**config.mk**
```make
export PLATFORM = sky130hd
export DESIGN_NAME = msrp_top
export DESIGN_NICKNAME = d
export VERILOG_FILES = /design/src/logic/msrp_pkg.sv /design/src/logic/msrp_pin_filter.sv /design/src/logic/msrp_top.sv
export VERILOG_INCLUDE_DIRS = /design/src /design/src/logic
export SDC_FILE = /design/constraint.sdc
export NUM_CORES = 1
export LEC_CHECK = 0
export ABC_AREA = 1
export BUFFER_PORTS_ARGS = -buffer_cell sky130_fd_sc_hd__buf_2
export CORE_MARGIN = 8
export CORE_UTILIZATION = 54
export CTS_BUF_LIST = sky130_fd_sc_hd__clkbuf_4 sky130_fd_sc_hd__clkbuf_8 sky130_fd_sc_hd__clkbuf_16
export DETAILED_ROUTE_END_ITERATION = 12
export GPL_TIMING_DRIVEN = 0
export PLACE_DENSITY = 0.83
export SLEW_MARGIN = 30
export SYNTH_ARGS = -nofsm -noshare
export SYNTH_HDL_FRONTEND = slang
export SYNTH_SLANG_ARGS = --single-unit
```
**constraint.sdc**
```tcl
create_clock -name clk -period 2.55 [get_ports clk]
set_input_delay 0.255 -clock clk [delete_from_list [all_inputs] [get_ports clk]]
set_output_delay 0.255 -clock clk [all_outputs]
set_load 0.01 [all_outputs]
```
**src/logic/msrp_consts.svh**
```systemverilog
// Constants of the module status and reset pin block
`ifndef MSRP_CONSTS_SVH
`define MSRP_CONSTS_SVH

// ==========================================================
// Timing
`define MSRP_CLK_PERIOD_NS 10
`define MSRP_MIN_LOW_US    15
`define MSRP_MIN_LOW_CYC   ((`MSRP_MIN_LOW_US * 1000 + `MSRP_CLK_PERIOD_NS - 1) / `MSRP_CLK_PERIOD_NS)
`define MSRP_LOW_CNT_W     11
`define MSRP_POR_DELAY_US  300
`define MSRP_POR_DELAY_CYC ((`MSRP_POR_DELAY_US * 1000 / `MSRP_CLK_PERIOD_NS) - 1)
`define MSRP_POR_CNT_W     15

// ==========================================================
// Register map and fields
`define MSRP_REG_CTRL      4'h0
`define MSRP_REG_STATUS    4'h4
`define MSRP_CTRL_RST      8'h00
`define MSRP_HOLD_ON       8'h01
`define MSRP_ST_PIN_LOW    3
`define MSRP_ST_PKT        4
`define MSRP_ST_REPLY_N    5
`define MSRP_ST_CNT_LSB    6
`define MSRP_ST_HOLD       9

// ==========================================================
// Hold buffer
`define MSRP_HOLD_DEPTH    3'h4
`define MSRP_HOLD_IDX_W    2

`endif

```
**src/logic/msrp_pkg.sv**
```systemverilog
// Types shared by the status and reset pin block
package msrp_pkg;

  // ==========================================================
  // Controller life cycle
  typedef enum logic [2:0] {
    MSRP_POR,
    MSRP_RUN,
    MSRP_HWRST,
    MSRP_SLEEP,
    MSRP_WAKE
  } msrp_state_t;

  typedef logic [7:0] msrp_byte_t;

endpackage

```
**src/logic/msrp_pin_filter.sv**
```systemverilog
// Synchroniser and low-time qualifier for the reset/wake pin
`timescale 1ns/1ns
`include "msrp_consts.svh"

module msrp_pin_filter (
  input  wire logic clk,
  input  wire logic rst_n,
  input  wire logic pin_in,
  output logic      pin_low,
  output logic      low_qual,
  output logic      rise_pulse
);

  localparam logic [`MSRP_LOW_CNT_W-1:0] MIN_LOW = `MSRP_LOW_CNT_W'(`MSRP_MIN_LOW_CYC);

  logic                       sync1;
  logic                       sync2;
  logic [`MSRP_LOW_CNT_W-1:0] low_cnt;
  logic                       qual;
  logic                       next_qual;
  logic [`MSRP_LOW_CNT_W-1:0] next_low_cnt;
  logic                       next_rise;

  // ==========================================================
  // Low-time counting; only sync2 is looked at
  always_comb begin
    next_low_cnt = low_cnt;
    next_qual    = qual;
    next_rise    = 1'b0;
    if (sync2) begin
      next_low_cnt = '0;
      next_qual    = 1'b0;
      next_rise    = qual;
    end else if (low_cnt != MIN_LOW) begin
      next_low_cnt = low_cnt + 1'b1;
    end else begin
      next_qual = 1'b1;
    end
  end

  // Pull-up makes the idle level high
  always_ff @(posedge clk or negedge rst_n) begin
    if (!rst_n) begin
      sync1      <= 1'b1;
      sync2      <= 1'b1;
      low_cnt    <= '0;
      qual       <= 1'b0;
      rise_pulse <= 1'b0;
    end else begin
      sync1      <= pin_in;
      sync2      <= sync1;
      low_cnt    <= next_low_cnt;
      qual       <= next_qual;
      rise_pulse <= next_rise;
    end
  end

  assign pin_low  = ~sync2;
  assign low_qual = qual;

endmodule

```
**src/logic/msrp_top.sv**
```systemverilog
// Status pins, serial output steering and reset/wake pin control
`timescale 1ns/1ns
`include "msrp_consts.svh"

module msrp_top #(
  parameter int POR_DELAY_CYC = `MSRP_POR_DELAY_CYC
) (
  input  wire logic               clk,
  input  wire logic               rst_n,

  // Avalon-MM slave
  input  wire logic [3:0]         avs_address,
  input  wire logic               avs_read,
  input  wire logic               avs_write,
  input  wire logic [31:0]        avs_writedata,
  output logic [31:0]             avs_readdata,
  output logic                    avs_waitrequest,

  // Supply monitor and controller
  input  wire logic               supply_ok,
  input  wire logic               sleep_req,
  input  wire logic               ram_ok,
  output logic                    core_reset,
  output logic                    core_run,
  output logic                    soft_reset,
  output logic                    deep_sleep,
  output logic                    io_release,

  // Reset/wake pin, open drain
  input  wire logic               reset_wake_pin_in,
  output logic                    reset_wake_pin_out,
  output logic                    reset_wake_pin_oe,

  // RF receive scoring
  input  wire logic               tx_active,
  input  wire logic               rx_score_above,
  input  wire logic               rx_start_seq,
  input  wire logic               rx_pkt_done,
  output logic                    rf_search_en,
  output logic                    packet_activity_flag,

  // Received RF bytes
  input  wire logic               rf_rx_valid,
  input  wire msrp_pkg::msrp_byte_t rf_rx_data,
  output logic                    rf_rx_ready,

  // Command reply bytes
  input  wire logic               reply_valid,
  input  wire msrp_pkg::msrp_byte_t reply_data,
  output logic                    reply_ready,

  // Serial transmit byte stream and mode pin
  input  wire logic               command_select_n,
  output logic                    uart_tx_valid,
  output msrp_pkg::msrp_byte_t    uart_tx_data,
  input  wire logic               uart_tx_ready,
  output logic                    reply_active_n
);

  import msrp_pkg::*;

  // ==========================================================
  // Declarations
  msrp_state_t                state;
  msrp_state_t                next_state;
  logic [`MSRP_POR_CNT_W-1:0] por_cnt;
  logic [`MSRP_POR_CNT_W-1:0] next_por_cnt;
  logic                       next_soft_reset;
  logic                       next_pin_oe;

  logic pin_low;
  logic low_qual;
  logic rise_pulse;
  logic run;
  logic flush;

  logic ack;
  logic next_ack;
  logic [31:0] next_readdata;
  msrp_byte_t  command_data_hold_ctrl;
  msrp_byte_t  next_hold_ctrl;

  logic search;
  logic pkt_latch;
  logic next_pkt_latch;
  logic next_pkt_flag;

  msrp_byte_t                 hold_mem [`MSRP_HOLD_DEPTH];
  logic [`MSRP_HOLD_IDX_W-1:0] wr_idx;
  logic [`MSRP_HOLD_IDX_W-1:0] rd_idx;
  logic [2:0]                 hold_cnt;
  logic [`MSRP_HOLD_IDX_W-1:0] next_wr_idx;
  logic [`MSRP_HOLD_IDX_W-1:0] next_rd_idx;
  logic [2:0]                 next_hold_cnt;
  logic                       holding;
  logic                       push;
  logic                       pop;
  logic                       slot_free;
  logic                       take_reply;

  logic       tx_is_reply;
  logic       next_tx_valid;
  logic       next_tx_is_reply;
  msrp_byte_t next_tx_data;
  logic       next_reply_n;

  // ==========================================================
  // Pin qualification; own pull-down is masked so a long power-on low is no reset
  msrp_pin_filter u_filter (
    .clk        (clk),
    .rst_n      (rst_n),
    .pin_in     (reset_wake_pin_in || reset_wake_pin_oe),
    .pin_low    (pin_low),
    .low_qual   (low_qual),
    .rise_pulse (rise_pulse)
  );

  // ==========================================================
  // Life cycle; the state survives deep sleep, which is what
  // tells a wake pulse apart from a reset pulse
  always_comb begin
    next_state      = state;
    next_por_cnt    = '0;
    next_soft_reset = 1'b0;
    unique case (state)
      MSRP_POR: begin
        if (supply_ok) begin
          if (por_cnt == `MSRP_POR_CNT_W'(POR_DELAY_CYC)) begin
            next_state = MSRP_RUN;
          end else begin
            next_por_cnt = por_cnt + 1'b1;
          end
        end
      end
      MSRP_RUN: begin
        if (low_qual) begin
          next_state = MSRP_HWRST;
        end else if (sleep_req && !pin_low) begin
          if (ram_ok) begin
            next_state = MSRP_SLEEP;
          end else begin
            next_soft_reset = 1'b1;
          end
        end
      end
      MSRP_HWRST: begin
        if (!pin_low) begin
          next_state = MSRP_RUN;
        end
      end
      MSRP_SLEEP: begin
        if (rise_pulse) begin
          next_state = MSRP_WAKE;
        end
      end
      MSRP_WAKE: begin
        next_state      = MSRP_RUN;
        next_soft_reset = !ram_ok;
      end
    endcase
    // Brown-out overrides every state change and restarts the delay
    if (!supply_ok) begin
      next_state   = MSRP_POR;
      next_por_cnt = '0;
    end
    next_pin_oe = (next_state == MSRP_POR);
  end

  always_ff @(posedge clk or negedge rst_n) begin
    if (!rst_n) begin
      state             <= MSRP_POR;
      por_cnt           <= '0;
      soft_reset        <= 1'b0;
      reset_wake_pin_oe <= 1'b1;
    end else begin
      state             <= next_state;
      por_cnt           <= next_por_cnt;
      soft_reset        <= next_soft_reset;
      reset_wake_pin_oe <= next_pin_oe;
    end
  end

  // Open drain: only ever pulls low, the pull-up gives the high
  assign reset_wake_pin_out = 1'b0;

  // Any low level suspends work at once, before qualification
  assign run        = (state == MSRP_RUN) && !pin_low;
  assign flush      = (state == MSRP_POR) || (state == MSRP_HWRST);
  assign core_reset = flush;
  assign core_run   = run;
  assign deep_sleep = (state == MSRP_SLEEP);
  assign io_release = pin_low || flush;

  // ==========================================================
  // Avalon-MM slave: one wait cycle on every access
  always_comb begin
    next_ack       = (avs_read || avs_write) && !ack;
    next_hold_ctrl = command_data_hold_ctrl;
    next_readdata  = 32'h0000_0000;
    if (avs_write && ack && avs_address == `MSRP_REG_CTRL) begin
      next_hold_ctrl = avs_writedata[7:0];
    end
    if (avs_read && !ack) begin
      unique case (avs_address)
        `MSRP_REG_CTRL: begin
          next_readdata[7:0] = command_data_hold_ctrl;
        end
        `MSRP_REG_STATUS: begin
          next_readdata[2:0]              = state;
          next_readdata[`MSRP_ST_PIN_LOW] = pin_low;
          next_readdata[`MSRP_ST_PKT]     = packet_activity_flag;
          next_readdata[`MSRP_ST_REPLY_N] = reply_active_n;
          next_readdata[`MSRP_ST_CNT_LSB +: 3] = hold_cnt;
          next_readdata[`MSRP_ST_HOLD]    = holding;
        end
        default: begin
          next_readdata = 32'h0000_0000;      // Unmapped reads zero
        end
      endcase
    end else begin
      next_readdata = avs_readdata;
    end
  end

  always_ff @(posedge clk or negedge rst_n) begin
    if (!rst_n) begin
      ack                    <= 1'b0;
      avs_readdata           <= 32'h0000_0000;
      command_data_hold_ctrl <= `MSRP_CTRL_RST;
    end else begin
      ack                    <= next_ack;
      avs_readdata           <= next_readdata;
      command_data_hold_ctrl <= next_hold_ctrl;
    end
  end

  assign avs_waitrequest = (avs_read || avs_write) && !ack;

  // ==========================================================
  // Packet activity; a start sequence latches the flag so a
  // weak preamble score can no longer drop it mid-packet
  assign search       = run && !tx_active;
  assign rf_search_en = search;

  always_comb begin
    next_pkt_latch = pkt_latch;
    if (!search || rx_pkt_done) begin
      next_pkt_latch = 1'b0;
    end else if (rx_start_seq) begin
      next_pkt_latch = 1'b1;
    end
    next_pkt_flag = search && !rx_pkt_done &&
                    (next_pkt_latch || rx_score_above);
  end

  always_ff @(posedge clk or negedge rst_n) begin
    if (!rst_n) begin
      pkt_latch            <= 1'b0;
      packet_activity_flag <= 1'b0;
    end else begin
      pkt_latch            <= next_pkt_latch;
      packet_activity_flag <= next_pkt_flag;
    end
  end

  // ==========================================================
  // RF byte hold buffer; every RF byte passes through it so
  // held bytes leave in arrival order once the hold ends
  assign holding = (command_data_hold_ctrl == `MSRP_HOLD_ON)
                   && !command_select_n;
  assign rf_rx_ready = run && (hold_cnt != `MSRP_HOLD_DEPTH);
  assign push        = rf_rx_valid && rf_rx_ready;
  assign slot_free   = !uart_tx_valid || uart_tx_ready;
  assign take_reply  = run && slot_free && reply_valid;
  assign reply_ready = run && slot_free;
  assign pop = run && slot_free && !reply_valid &&
               !holding && (hold_cnt != 3'h0);

  always_comb begin
    next_wr_idx   = wr_idx;
    next_rd_idx   = rd_idx;
    next_hold_cnt = hold_cnt;
    if (flush) begin
      next_wr_idx   = '0;
      next_rd_idx   = '0;
      next_hold_cnt = 3'h0;
    end else begin
      if (push) begin
        next_wr_idx = wr_idx + 1'b1;
      end
      if (pop) begin
        next_rd_idx = rd_idx + 1'b1;
      end
      next_hold_cnt = hold_cnt + {2'b00, push} - {2'b00, pop};
    end
  end

  // Storage itself has no reset; contents count only below hold_cnt
  always_ff @(posedge clk) begin
    if (push) begin
      hold_mem[wr_idx] <= rf_rx_data;
    end
  end

  always_ff @(posedge clk or negedge rst_n) begin
    if (!rst_n) begin
      wr_idx   <= '0;
      rd_idx   <= '0;
      hold_cnt <= 3'h0;
    end else begin
      wr_idx   <= next_wr_idx;
      rd_idx   <= next_rd_idx;
      hold_cnt <= next_hold_cnt;
    end
  end

  // ==========================================================
  // Serial transmit slot; replies go first so they are never
  // stuck behind held RF data
  always_comb begin
    next_tx_valid    = uart_tx_valid;
    next_tx_data     = uart_tx_data;
    next_tx_is_reply = tx_is_reply;
    if (flush || pin_low) begin
      next_tx_valid    = 1'b0;
      next_tx_is_reply = 1'b0;
    end else if (slot_free) begin
      next_tx_valid    = take_reply || pop;
      next_tx_is_reply = take_reply;
      if (take_reply) begin
        next_tx_data = reply_data;
      end else if (pop) begin
        next_tx_data = hold_mem[rd_idx];
      end
    end
    next_reply_n = !(next_tx_valid && next_tx_is_reply);
  end

  always_ff @(posedge clk or negedge rst_n) begin
    if (!rst_n) begin
      uart_tx_valid  <= 1'b0;
      uart_tx_data   <= 8'h00;
      tx_is_reply    <= 1'b0;
      reply_active_n <= 1'b1;
    end else begin
      uart_tx_valid  <= next_tx_valid;
      uart_tx_data   <= next_tx_data;
      tx_is_reply    <= next_tx_is_reply;
      reply_active_n <= next_reply_n;
    end
  end

endmodule
```
==> out/results.txt <==
Slew at the pin with the worst max-slew slack -> 0.792 ns
Maxcap violations -> 0
Sequential Power Share -> 51.5%
Reg2reg setup slack -> 0.05 ns
Layout cell share with drive strength beyond 1 -> 22.6%
Slew margin rel. -> 47.0%
Cell family with most CP delay -> simple AND/OR/NAND/NOR gates
CTS root buffer -> clkbuf_8
H-tree levels -> 3
Post-synth EDFFs -> 32
Most used DFF post-synth -> dfrtp_1
Number of global-route vias before repair -> 4113
Post-place setup slack -> 0.0882 ns
Skew final -> 0.0165 ns
# setup viols final -> 0
Synth top area share -> 34.2%
Worst Path Max Fanout -> 5
Total wire length -> 11600 µm
Cell area after synthesis -> 5130 µm²
Top post-synthesis cells by area -> dfrtp_1, edfxtp_1, nand2_1
Sequential fraction of the synthesis area -> 55.0%
First-pass GRT wire length -> 18800 µm
Combinational share of power -> 25.3%
Number of DRC markers in iteration 0 -> 308
Leakage power total -> 2.90 nW
Top cell type by total area after synthesis -> dfrtp_1
Register-to-Register Path Depth -> 13
Synthesized-area fraction occupied by adder cells -> 2.34%
Top-count cell post-synth -> nand2_1
Switching share of power -> 32.8%
Area Overhead vs Synth -> 16.8%
Synth cell count leaders -> nand2_1, nor2_1, dfrtp_1
Switch Pwr -> 1.31 mW
Max incr delay on CP -> 0.45 ns
Clock sink count -> 106
Final antenna-violating net count -> 0
Crit path capture type -> flop
Worst r2r dst -> hold_cnt[2]
Die height -> 113 µm
Layout Cells excl Fill -> 824
Post-DP Area -> 5760 µm²
Internal power -> 2.68 mW
Initial antenna violation count -> 1
Main combinational cell family by area after synthesis -> simple AND/OR/NAND/NOR gates
Final Core Density -> 64.8%
Crit path cell chain -> inv_2 -> nand3_2 -> nor2_4 -> nand2_4 -> nor2_4 -> nand2_4 -> xor2_2 -> ha_1 -> inv_1 -> fa_1 -> xnor2_1 -> o21ai_0 -> a21oi_1
Fmax -> 0.399 GHz
DRC violations left -> 0
Worst EP required -> 2.83 ns
Design Power -> 4.00 mW
DRT Pass-1 Iters -> 4
Clock latency on the worst-skew pair -> 0.37 ns
CTS clock-pin slew for the worst setup and hold paths -> 0.10 ns
Clk network pwr share -> 23.2%
Simple-Gate Fraction of Synth Area -> 23.4%
Critical Path Sink -> hold_cnt[2]
Die ar. -> 12900 µm²
Syn Inst Count -> 578
Fin. max-slew vios -> 0
Finished Cell Area -> 5990 µm²
Routed WL per cell -> 14.0 µm
Unique masters post-synth -> 37
Critical path arrival -> 2.79 ns
Core Area -> 9240 µm²
Worst r2r src -> state[1]
Worst Setup Path Type -> reg -> reg
Port bufs -> 74
Bufs and invs on worst path -> 2
Placed Instances -> 804
Status -> completed
Pwr per Cell Area -> 667 nW/µm²
Fin nets -> 767
Total gr overflow -> 0
Starting Density -> 55.5%
Vias per inst -> 5.03
Num ports -> 122
Syn avg cell area -> 8.87 µm²
Launch point of the worst path -> state[1]
Detailed placer's ending HPWL -> 8920 µm
GP Congestion -> 0.893
Fin crit period -> 2.50 ns
Total track usage -> 18.0%
Min-delay worst type -> in -> reg
Post-synthesis mux area share -> 0%
Crit. path cell count -> 13
Maximum number of pins on one net before global-route repair -> 45
Yosys reg bits -> 106
CTS tree -> yes
Vias post-DR -> 4145
Share of synthesized registers carrying an async set or reset -> 69.8%
Antenna cells -> 0
Final hold viol count -> 0
TritonCTS Buffers -> 9
Site Rows -> 35
Fin crit share -> 98.2%
Synth Area in XOR/XNOR -> 0.854%
Critical Path Slowest Stage Cell -> dfrtp_2
Setup crit start kind -> flop
Final WS setup -> 0.0466 ns
Chip width -> 113 µm
Peak VDD IR -> 471 µV
Clock Path Buffers -> 2
Yosys warning count -> 0
Compound-cell area share of the yosys netlist -> 8.17%
power by group through the flow:
| stage | logic (mW) | registers (mW) | clock network, mW |
|---|---|---|---|
| floorplan | 0.602 | 2.11 | 0 |
| global placement | 0.941 | 2.08 | 0 |
| detailed placement | 0.983 | 2.09 | 0 |
| CTS | 0.990 | 2.06 | 0.949 |
| global route | 1.13 | 2.08 | 1.01 |
| finish | 1.01 | 2.06 | 0.928 |
logic make-up (layout without fill, tap and decap cells):
group | Yosys count | count (layout)
other cells | 1 | 23
buf+inv | 109 | 204
xor+xnor | 5 | 5
simple gates | 273 | 273
fa+ha+maj | 9 | 9
flops | 106 | 106
compound gates | 75 | 75
metrics by stage:
step / hold slack (ns) / TNS [ns]
3_5_place_dp: 0.222 / 0
2_1_floorplan: -0.0406 / 0
5_1_grt: 0.0597 / -0.0629
3_3_place_gp: 0.350 / 0
6_report: 0.0722 / 0
4_1_cts: 0.0511 / 0
cell type report:
cell class	instances	area, µm²
Inverter	75	284
Tap cell	129	161
Sequential cell	106	2820
Buffer	34	239
Timing Repair Buffer	79	425
Clock buffer	10	131
Fill cell	729	3250
Clock inverter	6	40.0
Multi-Input combinational cell	385	1890
cells in the final DEF, fill, tap and decap left out, types with 3 or more instances in the layout:
cell type / count
nand2_1: 121
buf_2: 78
nor2_1: 71
inv_1: 69
dfrtp_1: 68
nand3_1: 42
o21ai_0: 39
edfxtp_1: 32
buf_4: 28
conb_1: 23
a21oi_1: 18
nand4_1: 10
nor3_1: 10
clkbuf_8: 9
o22ai_1: 8
ha_1: 8
o211ai_1: 5
nor2_4: 4
dfstp_2: 4
inv_2: 3
nand3_2: 3
nor2_2: 3
clkbuf_1: 3
xor2_1: 3
nand2_4: 3
or2_2: 3
per-layer routing:
metal  global-route usage [%]  up-vias  part of all wire (%)
li1                         -     2057                     -
met1                     20.4     1943                    40
met2                     31.9      126                    51
met3                     4.54       17                   7.3
met4                     7.02        2                   1.7
met5                        0        -                 0.069
flip-flops by register name (all words and copies together) (netlist names), 2 cells and up:
register                cells
u_filter.low_cnt           11
hold_cnt                    3
avs_readdata               10
command_data_hold_ctrl      8
uart_tx_data                8
wr_idx                      2
hold_mem                   32
state                       3
rd_idx                      2
por_cnt                    15
worst register-to-register path, cell delays in order, from the launching register on:
cell and delay [ns]:
dfrtp_2 0.45, inv_2 0.10, nand3_2 0.11, nor2_4 0.21
nand2_4 0.11, nor2_4 0.13, nand2_4 0.09, xor2_2 0.15
ha_1 0.17, inv_1 0.05, fa_1 0.37, xnor2_1 0.19
o21ai_0 0.12, a21oi_1 0.17
how the worst min path moves through the flow:
stage	to	from	cells past startpoint	slack, ns
detailed placement	state[0]	rst_n	1	0.22
global placement	u_filter.sync2	u_filter.sync1	0	0.35
CTS	soft_reset	ram_ok	2	0.05
floorplan	ack	rst_n	0	-0.04
finish	u_filter.sync1	reset_wake_pin_in	2	0.07
global route	u_filter.sync1	reset_wake_pin_in	2	0.06
repair_timing:
item                                    CTS  global route
buffers inserted                          0             3
hold endpoints to repair                 28             0
gates resized for setup                   0             5
endpoints found under the setup margin    0             1
hold buffers                              1             0
Note: power is estimated with default switching activity, not from simulation.
